File: config.mk
export PLATFORM = sky130hd
export DESIGN_NAME = drive_security_lock_commands
export DESIGN_NICKNAME = d
export VERILOG_FILES = /design/src/rtl/drive_security_lock_commands.v /design/src/rtl/level_sync.v /design/src/rtl/password_slot.v
export VERILOG_INCLUDE_DIRS = /design/src /design/src/rtl
export SDC_FILE = /design/constraint.sdc
export NUM_CORES = 2
export LEC_CHECK = 0
export BUFFER_PORTS_ARGS = -buffer_cell sky130_fd_sc_hd__buf_2
export CAP_MARGIN = 20
export CORE_AREA = 2 2 275 331
export CTS_CLUSTER_DIAMETER = 100
export DETAILED_ROUTE_END_ITERATION = 10
export DIE_AREA = 0 0 277 333
export PLACE_DENSITY_LB_ADDON = 0.3
export SETUP_SLACK_MARGIN = 0.02
export SLEW_MARGIN = 20
export SYNTH_ARGS = -nofsm -noshare
export SYNTH_HDL_FRONTEND = slang
export SYNTH_SLANG_ARGS = --single-unit
File: constraint.sdc
create_clock -name ref_clk -period 2.7 [get_ports ref_clk]
set_clock_uncertainty 0.15 [all_clocks]
set_input_delay 0 -clock ref_clk [delete_from_list [all_inputs] [get_ports ref_clk]]
set_output_delay 0 -clock ref_clk [all_outputs]
set_load 0.02 [all_outputs]
File: src/rtl/sec_lock_regs.vh
`ifndef SEC_LOCK_REGS_VH
`define SEC_LOCK_REGS_VH

// command codes decoded from the command register
`define CMD_SET_PASSWORD    8'hF1
`define CMD_UNLOCK          8'hF2
`define CMD_ERASE_PREPARE   8'hF3
`define CMD_ERASE_UNIT      8'hF4
`define CMD_FREEZE_LOCK     8'hF5
`define CMD_DISABLE_PWD     8'hF6

// status register bit positions
`define STS_BUSY_BIT        7
`define STS_READY_BIT       6
`define STS_DRQ_BIT         3
`define STS_ERR_BIT         0
`define STS_RESET           8'h40

// error register bit positions
`define ERR_ABORT_BIT       2
`define ERR_RESET           8'h00

// control word 0 field positions
`define CW_IDENT_BIT        0
`define CW_LEVEL_BIT        8

// sector layout, in 16-bit words
`define SECTOR_WORDS        9'h100
`define PWD_FIRST_WORD      8'h01
`define PWD_LAST_WORD       8'h10
`define REV_LO_WORD         8'h11
`define REV_HI_WORD         8'h12
`define PWD_BITS            256

// master revision code values
`define REV_DEFAULT         16'hFFFE
`define REV_BAD_LOW         16'h0000
`define REV_BAD_HIGH        16'hFFFF

`endif

File: src/rtl/drive_security_lock_commands.v
`timescale 1ns/1ps
`include "sec_lock_regs.vh"
module drive_security_lock_commands (
    // clock and reset
    input  wire        ref_clk,
    input  wire        rst_n,
    input  wire        nv_clear,
    // link reset pins, asynchronous
    input  wire        comreset_pin,
    input  wire        ssp_disable_pin,
    // command register write
    input  wire        cmd_valid,
    input  wire [7:0]  cmd_code,
    // host-to-device sector data
    input  wire        data_valid,
    input  wire [15:0] data_word,
    // task file answer
    output reg  [7:0]  command_status_flags,
    output reg  [7:0]  command_error_flags,
    output reg         cmd_done_reg,
    // security state
    output reg         frozen_reg,
    output reg         locked_reg,
    output reg         lock_enabled_reg,
    output reg         level_max_reg,
    output reg  [15:0] identify_w92_reg,
    output reg         user_match_reg,
    output reg         master_unlock_ok_reg,
    output reg         erase_only_reg
);
    // one-hot command states
    localparam [2:0] ST_IDLE  = 3'h1;   // waiting for a command
    localparam [2:0] ST_XFER  = 3'h2;   // taking the password sector
    localparam [2:0] ST_APPLY = 3'h4;   // commit the captured sector

    reg  [2:0]           state_reg;      // command sequencer
    reg  [2:0]           state_next;
    reg  [8:0]           word_cnt_reg;   // words taken in this sector
    reg                  ident_reg;      // 1 selects the master password
    reg                  level_reg;      // 1 selects maximum level
    reg  [`PWD_BITS-1:0] pwd_buf_reg;    // password words 1..16
    reg  [15:0]          rev_lo_reg;     // revision code from word 17
    reg  [15:0]          rev_hi_reg;     // word 18, kept with it
    reg                  comreset_d_reg; // for edge detect
    wire [1:0]           link_sync;      // synchronised link pins
    wire                 comreset_rise;  // link reset seen
    wire                 user_match;
    wire                 master_match;
    wire                 is_security;    // any security opcode except freeze-lock
    wire                 word_take;      // a sector word accepted
    wire [7:0]           word_idx;

    // link pins come from outside the clock domain
    level_sync #(
        .WIDTH    (2)
    ) u_link_sync (
        .ref_clk  (ref_clk),
        .rst_n    (rst_n),
        .async_in ({ssp_disable_pin, comreset_pin}),
        .sync_out (link_sync)
    );

    // user and master passwords, each loaded from the sector buffer
    password_slot u_user_slot (
        .ref_clk   (ref_clk),
        .rst_n     (rst_n),
        .nv_clear  (nv_clear),
        .load      (state_reg == ST_APPLY && !ident_reg),
        .candidate (pwd_buf_reg),
        .match     (user_match)
    );

    password_slot u_master_slot (
        .ref_clk   (ref_clk),
        .rst_n     (rst_n),
        .nv_clear  (nv_clear),
        .load      (state_reg == ST_APPLY && ident_reg),
        .candidate (pwd_buf_reg),
        .match     (master_match)
    );

    // only the opcode is looked at; other task file registers never
    // reach this block
    assign is_security = (cmd_code == `CMD_SET_PASSWORD)  ||
                         (cmd_code == `CMD_UNLOCK)        ||
                         (cmd_code == `CMD_ERASE_PREPARE) ||
                         (cmd_code == `CMD_ERASE_UNIT)    ||
                         (cmd_code == `CMD_DISABLE_PWD);

    assign comreset_rise = link_sync[0] && !comreset_d_reg;
    assign word_take     = (state_reg == ST_XFER) && data_valid;
    assign word_idx      = word_cnt_reg[7:0];

    // sequencer next state
    always @* begin
        state_next = state_reg;
        case (state_reg)
            ST_IDLE: begin
                // set-password opens the one-sector transfer
                if (cmd_valid && cmd_code == `CMD_SET_PASSWORD &&
                    !frozen_reg) begin
                    state_next = ST_XFER;
                end
            end
            ST_XFER: begin
                // exactly 256 words, then act on them
                if (word_take && word_cnt_reg == `SECTOR_WORDS - 9'h001) begin
                    state_next = ST_APPLY;
                end
            end
            ST_APPLY: begin
                state_next = ST_IDLE;
            end
            default: begin
                state_next = ST_IDLE;
            end
        endcase
    end

    // state register and link reset edge memory
    always @(posedge ref_clk) begin
        if (!rst_n) begin
            state_reg      <= ST_IDLE;
            comreset_d_reg <= 1'b0;
        end else begin
            state_reg      <= state_next;
            comreset_d_reg <= link_sync[0];
        end
    end

    // sector capture: word counter, control word, password, revision
    always @(posedge ref_clk) begin
        if (!rst_n) begin
            word_cnt_reg <= 9'h000;
            ident_reg    <= 1'b0;
            level_reg    <= 1'b0;
            pwd_buf_reg  <= {`PWD_BITS{1'b0}};
            rev_lo_reg   <= 16'h0000;
            rev_hi_reg   <= 16'h0000;
        end else if (state_reg == ST_IDLE) begin
            // restart the count for the next sector
            word_cnt_reg <= 9'h000;
        end else if (word_take) begin
            word_cnt_reg <= word_cnt_reg + 9'h001;
            if (word_cnt_reg == 9'h000) begin
                // reserved bits of the control word are dropped
                ident_reg <= data_word[`CW_IDENT_BIT];
                level_reg <= data_word[`CW_LEVEL_BIT];
            end else if (word_idx >= `PWD_FIRST_WORD &&
                         word_idx <= `PWD_LAST_WORD &&
                         !word_cnt_reg[8]) begin
                // shift in so word 1 ends up in the low bits
                pwd_buf_reg <= {data_word,
                                pwd_buf_reg[`PWD_BITS-1:16]};
            end else if (word_idx == `REV_LO_WORD && !word_cnt_reg[8]) begin
                rev_lo_reg <= data_word;
            end else if (word_idx == `REV_HI_WORD && !word_cnt_reg[8]) begin
                rev_hi_reg <= data_word;
            end
            // words 19..255 are reserved and only counted
        end
    end

    // frozen mode: set by freeze-lock, cleared only by power-on reset;
    // a link reset does not touch it
    always @(posedge ref_clk) begin
        if (!rst_n) begin
            frozen_reg <= 1'b0;
        end else if (cmd_valid && state_reg == ST_IDLE &&
                     cmd_code == `CMD_FREEZE_LOCK) begin
            frozen_reg <= 1'b1;
        end
    end

    // persistent security settings, kept across power-on reset unless nv_clear is set
    always @(posedge ref_clk) begin
        if (!rst_n && nv_clear) begin
            lock_enabled_reg <= 1'b0;
            level_max_reg    <= 1'b0;
            identify_w92_reg <= `REV_DEFAULT;
        end else if (rst_n && state_reg == ST_APPLY) begin
            if (ident_reg) begin
                // master: store only, the lock feature is left alone
                if (rev_lo_reg != `REV_BAD_LOW &&
                    rev_lo_reg != `REV_BAD_HIGH) begin
                    identify_w92_reg <= rev_lo_reg;
                end
            end else begin
                // user: arm the lock at the chosen level
                lock_enabled_reg <= 1'b1;
                level_max_reg    <= level_reg;
            end
        end
    end

    // lock takes effect at power-on or link reset without preservation;
    // arming never locks immediately
    always @(posedge ref_clk) begin
        if (!rst_n) begin
            locked_reg <= lock_enabled_reg;
        end else if (comreset_rise && link_sync[1]) begin
            locked_reg <= lock_enabled_reg;
        end
    end

    // unlock qualifiers for the unlock and erase paths
    always @(posedge ref_clk) begin
        if (!rst_n) begin
            user_match_reg       <= 1'b0;
            master_unlock_ok_reg <= 1'b0;
            erase_only_reg       <= 1'b0;
        end else begin
            user_match_reg       <= user_match;
            // master opens the lock only at high level
            master_unlock_ok_reg <= master_match &&
                                    !level_max_reg;
            // maximum level without the user password: erase is the way
            erase_only_reg       <= lock_enabled_reg && level_max_reg &&
                                    !user_match;
        end
    end

    // task file answer: drq during the sector, busy once it is complete, abort on reject
    always @(posedge ref_clk) begin
        if (!rst_n) begin
            command_status_flags <= `STS_RESET;
            command_error_flags  <= `ERR_RESET;
            cmd_done_reg         <= 1'b0;
        end else begin
            cmd_done_reg <= 1'b0;
            if (state_reg == ST_IDLE && cmd_valid &&
                cmd_code == `CMD_FREEZE_LOCK) begin
                // completes at once, no data phase
                command_status_flags <= `STS_RESET;
                command_error_flags  <= `ERR_RESET;
                cmd_done_reg         <= 1'b1;
            end else if (state_reg == ST_IDLE && cmd_valid && is_security &&
                         (frozen_reg ||
                          cmd_code != `CMD_SET_PASSWORD)) begin
                // rejected: error plus abort, ready kept set, every other bit clear
                command_status_flags <= `STS_RESET |
                                        (8'h01 << `STS_ERR_BIT);
                command_error_flags  <= 8'h01 << `ERR_ABORT_BIT;
                cmd_done_reg         <= 1'b1;
            end else if (state_next == ST_XFER) begin
                // ready for the sector
                command_status_flags <= `STS_RESET |
                                        (8'h01 << `STS_DRQ_BIT);
                command_error_flags  <= `ERR_RESET;
            end else if (state_next == ST_APPLY) begin
                // sector complete, drive busy while it commits
                command_status_flags <= 8'h01 << `STS_BUSY_BIT;
            end else if (state_reg == ST_APPLY) begin
                command_status_flags <= `STS_RESET;
                command_error_flags  <= `ERR_RESET;
                cmd_done_reg         <= 1'b1;
            end
        end
    end
endmodule // drive_security_lock_commands

File: src/rtl/level_sync.v
`timescale 1ns/1ps
// two-flop synchroniser for asynchronous pin levels
module level_sync #(
    parameter WIDTH = 1
) (
    // clock and reset
    input  wire             ref_clk,
    input  wire             rst_n,
    // asynchronous levels in, synchronised levels out
    input  wire [WIDTH-1:0] async_in,
    output reg  [WIDTH-1:0] sync_out
);
    reg [WIDTH-1:0] meta_reg;   // first stage, read only by second stage

    // first stage feeds only the second stage
    always @(posedge ref_clk) begin
        if (!rst_n) begin
            meta_reg <= {WIDTH{1'b0}};
            sync_out <= {WIDTH{1'b0}};
        end else begin
            meta_reg <= async_in;
            sync_out <= meta_reg;
        end
    end
endmodule // level_sync

File: src/rtl/password_slot.v
`timescale 1ns/1ps
`include "sec_lock_regs.vh"
// one stored password with a full-width comparator
module password_slot (
    // clock and reset
    input  wire                  ref_clk,
    input  wire                  rst_n,
    input  wire                  nv_clear,
    // load and compare
    input  wire                  load,
    input  wire [`PWD_BITS-1:0]  candidate,
    output wire                  match
);
    reg [`PWD_BITS-1:0] value_reg;  // stored password text

    // contents survive power-on reset unless the store is being cleared
    always @(posedge ref_clk) begin
        if (!rst_n && nv_clear) begin
            value_reg <= {`PWD_BITS{1'b0}};
        end else if (rst_n && load) begin
            value_reg <= candidate;
        end
    end

    // all 32 bytes take part; nothing is treated as padding
    assign match = (value_reg == candidate);
endmodule // password_slot

# [Yosys cells after proc, flatten, opt, wreduce, memory -nomap -nowiden]
# Cells that the tools add are included.
[word_totals] register_bits=832 inputBits=31 out_inout_bits=40 word_cells=120
[op_classes] add_sub_neg=1 n_lt_le_gt_ge=2 eq_ne=19 mux=18 n_bitwise=5 reduce_logical=51
[op_table] cell="$eq A256 B256 Y1" count=2
[op_table] cell="$eq A8 B8 Y1 const B" count=6
[op_table] cell="$logic_and A1 B1 Y1" count=23
[op_table] cell="$mux W3" count=6
[op_table] cell="$mux W8" count=2
[op_table] cell="$ne A16 B16 Y1 const B" count=1
[op_table] cell="$reduce_bool A16 Y1" count=1
[op_table] cell="$add A9 B1 Y9 const B" count=1
[op_table] cell="$eq A9 B8 Y1 const B" count=1
[op_table] cell="$logic_not A9 Y1" count=1
[op_table] cell="$eq A8 B5 Y1 const B" count=1
[op_table] cell="$ge A8 B1 Y1 const B" count=1
[op_table] cell="$le A8 B5 Y1 const B" count=1
[op_table] cell="$mux W1" count=8
[op_table] cell="$ne A8 B8 Y1 const B" count=1
[op_table] cell="$logic_not A1 Y1" count=7
[op_table] cell="$eq A3 B2 Y1 const B" count=2
[op_table] cell="$eq A3 B3 Y1 const B" count=2
[op_table] cell="$pmux W3 S2" count=1
[op_table] cell="$reduce_and A3 Y1" count=2
[op_table] cell="$reduce_bool A3 Y1" count=2
[op_table] cell="$logic_or A1 B1 Y1" count=5
[op_table] cell="$not A1 Y1" count=5
[op_table] cell="$reduce_and A5 Y1" count=1
[op_table] cell="11 further kinds" count=13

# [Longest topological paths before layout]
[logic_depth] ltp_word=10 mapped_depth=10 ltp_nobuf=9

# [By module]
# A second synthesis with hierarchy kept.
[unflattened] cells_unflattened=4376 area_unflattened_um2=36267.3
[modules_own_cells] module="password_slot" n_inst=2 cells_each=1454 area_per_inst_um2=11494.8 seq_area_each_um2=5124.9
[modules_own_cells] module="drive_security_lock_commands" n_inst=1 cells_each=1460 area_per_inst_um2=13172.6 seq_area_each_um2=6336.1
[modules_own_cells] module="level_sync" n_inst=1 cells_each=8 area_per_inst_um2=105.1 seq_area_each_um2=80.1

# [Least setup slack after synthesis]
# Ideal clock, no wire load.
[synth_path] kind="reg-to-reg" start="register state_reg[1]" end="register identify_w92_reg[10]" setup_ps=129 arrival_time_ps=1756 required_ps=2421 path_slack_ps=664 stages_incl_launch_ff=8 n_path_buf=1 synth_period_minus_slack_ps=2036 cell_sequence="dfxtp_1 -> nor2_1 -> and2_1 -> nand3_1 -> nor3_2 -> buf_4 -> mux2i_1 -> nand2_1"
[synth_via] elab_chain_len=3
[synth_lines] item="start, declared" line_no="drive_security_lock_commands.v:36" text="reg [2:0] state_reg;"
[synth_lines] item="start signal, assigned" line_no="drive_security_lock_commands.v:126" text="state_reg <= state_next;"
[synth_lines] item="$eq A3 B3 Y1" line_no="drive_security_lock_commands.v:181" text="end else if (rst_n && state_reg == ST_APPLY) begin"
[synth_lines] item="$logic_and A1 B1 Y1" line_no="drive_security_lock_commands.v:181"
[synth_lines] item="$reduce_and A3 Y1 (no source line)"
[synth_lines] item="end signal, assigned" line_no="drive_security_lock_commands.v:180" text="identify_w92_reg <= `REV_DEFAULT;"
[synth_lines] item="end signal, assigned" line_no="drive_security_lock_commands.v:186" text="identify_w92_reg <= rev_lo_reg;"
[synth_lines] item="end, declared" line_no="drive_security_lock_commands.v:26" text="output reg [15:0] identify_w92_reg,"
# No other way between the ends.
# A chain may end at the register's enable or synchronous reset.

# [Worst setup path in the final report]
[layout_path] start="register u_user_slot.value_reg[109]" end="register user_match_reg"
[layout_via] elab_chain_len=1
[layout_lines] item="start, declared" line_no="password_slot.v:14" text="reg [`PWD_BITS-1:0] value_reg;"
[layout_lines] item="start signal, assigned" line_no="password_slot.v:19" text="value_reg <= {`PWD_BITS{1'b0}};"
[layout_lines] item="start signal, assigned" line_no="password_slot.v:21" text="value_reg <= candidate;"
[layout_lines] item="$eq A256 B256 Y1" line_no="password_slot.v:26" text="assign match = (value_reg == candidate);"
[layout_lines] item="end signal, assigned" line_no="drive_security_lock_commands.v:213" text="user_match_reg <= user_match;"
[layout_lines] item="end, declared" line_no="drive_security_lock_commands.v:27" text="output reg user_match_reg,"
# No other way between the ends.

==> run summary <==
Port buffer count: 59
Sequential Power Share: 49.1%
Dominant cells by area after synthesis: dfxtp_1 47%, nand2_1 17%, a21oi_1 11%
Warnings, synthesis: 0
Hold_sp: data_word[5]
Worst skew pair latency: 0.67 ns
Status: finished with violations
Largest area contributor in the netlist: dfxtp_1
Avg WL per Cell: 22.0 um
Post-synthesis sequential area ratio: 47.2%
Post-Syn Area per Cell: 7.68 um2
Post-synth top flop: dfxtp_1
Core ar.: 88900 um2
Worst EP arrival: 3.19 ns
Drt initial violations: 3068
# H-tree levels: 3
Sequential cell area: 16700 um2
Failing checks: negative setup slack
Post-synth ARST share: 0%
Max FO, Critical Path: 2
Crit path buf inv count: 1
TritonCTS clock tree: built
PwrDens: 600 nW/um2
Maximum clock frequency: 367 MHz
DRT Pass-1 Iters: 6
Clock transition at path regs: 0.06 ns
Initial Util: 39.7%
VDD IR-drop max: 535 uV
Cell area after synthesis: 35300 um2
Vias in the first global route: 29400
DP Area: 38200 um2
Max cap viols: 0
Final cycle utilization of the critical path: 101%
Top cell type's share of synthesized area: 47.1%
Combinational power share: 1.6%
Share of cells above drive strength 1: 11.0%
Net Switching: 0.00549 W
Min Tclk post-route: 2.73 ns
RD Place Congestion: 0.986
Area growth syn-to-layout: 18.0%
Final Max Slew Viols: 0
Clk sinks: 832
Crit Reg-Reg Startpoint: u_user_slot.value_reg[109]$_SDFFE_PP0P_
Worst Setup End Kind: flip-flop
Final HPWL from detailed placement: 91.6 mm
Relative slew margins: 33.8%
Met3 WL: 9.11 mm
RSZ-0062 raised after global routing: yes
Die ar.: 92200 um2
DRT Wirelength: 130 mm
Least-Margin Pin Slew: 0.993 ns
Max Buffers Root-to-Sink: 3
Met2 WL post-DR: 58.7 mm
Crit path max-delay family: simple AND/OR/NAND/NOR gates
Crit path kind: flip-flop to flip-flop
CTS Buf Count: 84
Sw frac: 21.9%
FP Rows: 120
Metal-1 WL: 50.5 mm
Die extent in x: 277 um
Via/cell ratio: 5.35
# fillers: 8710
Seq cells post-synth: 832
Setup ws final: -0.0266 ns
Residual DRC: 0
Final net count: 4693
Top Metal Used: met4
Via count: 31500
P_int: 0.0195 W
Slowest-stage cell, CP: xnor2_1
Final setup fails: 1
Design area: 41600 um2
Number of enable flip-flop cells after synthesis: 1
Leak pwr: 14.4 nW
IO Count: 71
Yosys cell types: 54
Detail Route Antenna Nets: 0
Fin. Hold Viols: 0
Critical Path Start: u_user_slot.value_reg[109]$_SDFFE_PP0P_
Overall power: 0.0250 W
DIE HEIGHT: 333 um
Global Route Usage Sum: 27.5%
Multi-input logic area: 16600 um2
CP startpoint kind: flip-flop
Initial antenna violation count: 2
Clk root buf: clkbuf_16
Largest net degree at the start of global routing: 148
Worst hold path type: input pin to flip-flop
Mapped Cells: 4599
GR Overflow Total: 0
Crit-path cells: xnor2_1 > nand4_1 > nor4_4 > nand4_1 > nor4_4 > buf_4 > and2_1
Worst Path Required: 3.16 ns
Max incr delay on CP: 0.48 ns
Clock share of power: 49.3%
Global-route wire length before repair: 191 mm
Post-CTS setup buffers: 0
==> metrics by stage <==
step / setup WS [ns] / cells / utilization (%) / hold WS [ns] / TNS, ns
2_1_floorplan: 0.664 / 4609 / - / -0.0227 / 0
3_3_place_gp: -0.555 / 5683 / 42.9 / 0.0600 / -1.09
3_5_place_dp: -0.466 / 5683 / 42.9 / 0.0629 / -0.896
4_1_cts: 0.0220 / 5880 / 46.8 / 0.000102 / 0
5_1_grt: 0.0197 / 5881 / 46.8 / 0.0357 / 0
6_report: -0.0266 / 5885 / 46.8 / 0.0280 / -0.0266
==> final cells by class <==
cell class                      count  share of cell area, %
Antenna cell                        4                 0.0240
Clock buffer                      125                   5.93
Clock inverter                     25                  0.992
Inverter                          105                  0.965
Multi-Input combinational cell   3222                   39.9
Sequential cell                   832                   40.0
Tap cell                         1159                   3.48
Timing Repair Buffer              413                   8.64
==> cells in the mapped netlist (2+ instances only) <==
master and n:
nand2_1 1568, dfxtp_1 831, a21oi_1 781, clkbuf_1 375, xnor2_1 342, nand4_1 109
inv_1 104, buf_2 54, xor2_1 49, nor4_1 47, nor2b_1 42, nand2b_1 41
nor2_1 40, mux2i_1 34, o22ai_1 33, o2111ai_1 14, a221oi_1 12, buf_4 12
a2111oi_0 11, o2bb2ai_1 9, a2111o_1 8, nand3_1 8, and2_1 7, buf_1 7
nor3_1 7, a22o_1 5, or3_1 5, a22oi_1 4, ha_1 4, a211oi_1 3
and3_1 3, and4_1 3, o21ai_0 3, a31oi_1 2, clkbuf_2 2, nand4b_1 2
==> per-layer routing <==
layer | global-route usage (%) | vias up
li1 | - | 15000
met1 | 33.0 | 15000
met2 | 43.9 | 1197
met3 | 4.29 | 345
met4 | 21.6 | 0
met5 | 0 | -
==> cells by family (layout without fill, tap and decap cells) <==
kind of cell	after synthesis	after routing	share of synthesized area, %
buffers and inverters	555	668	6.23
other	1	15	0.0106
muxes	34	34	0.964
DFF	832	832	47.2
xor gates and xnor gates	391	391	9.70
adders and majority gates	4	4	0.142
and+or+nand+nor	1888	1888	22.1
AOI/OAI and AO/OA	894	894	13.6
==> repair_timing <==
action	4_1_cts	5_1_grt
pin swaps	0	3
setup endpoints to repair	2	3
gates cloned	0	0
endpoints found under the hold margin	179	4
gates resized for setup	8	9
hold buffers	47	2
==> path summary, 6_finish.rpt <==
| path | end | slack (ns) | cells past startpoint |
|---|---|---|---|
| setup / recovery | user_match_reg$_SDFF_PN0_ | -0.03 | 7 |
| hold / removal | pwd_buf_reg[245]$_SDFFE_PN0P_ | 0.03 | 4 |
| setup reg to reg | user_match_reg$_SDFF_PN0_ | -0.03 | 7 |
| hold reg to reg | u_link_sync.sync_out[1]$_SDFF_PN0_ | 0.28 | 1 |
==> worst min-delay path: stages <==
cell           delay, ns
dlygate4sd3_1       0.52
buf_2               0.13
nand2_1             0.07
a21oi_1             0.06
==> cell usage in the layout (no fill, tap or decap), drive strengths merged, types with 7 or more instances in the layout <==
cell type	instances
and2	7
o2bb2ai	9
dfxtp	831
dlygate4sd3	48
mux2i	34
nand3	8
o2111ai	14
clkinv	13
a2111oi	13
a21oi	781
nand4	109
nor4	47
buf	365
nand2b	41
nand2	1568
nor3	8
bufinv	8
conb	11
a2111o	8
nor2b	42
xor2	49
clkbuf	125
nor2	40
xnor2	342
o22ai	33
inv	108
a221oi	12
==> power by group through the flow <==
stage          logic (W)  clock network (W)  registers, W
5_1_grt         0.000408             0.0130        0.0123
3_5_place_dp    0.000333                  0        0.0126
4_1_cts         0.000383             0.0124        0.0123
6_report        0.000388             0.0123        0.0123
3_3_place_gp    0.000333                  0        0.0126
2_1_floorplan   0.000200                  0        0.0126
Note: power is estimated with default switching activity, not from simulation.
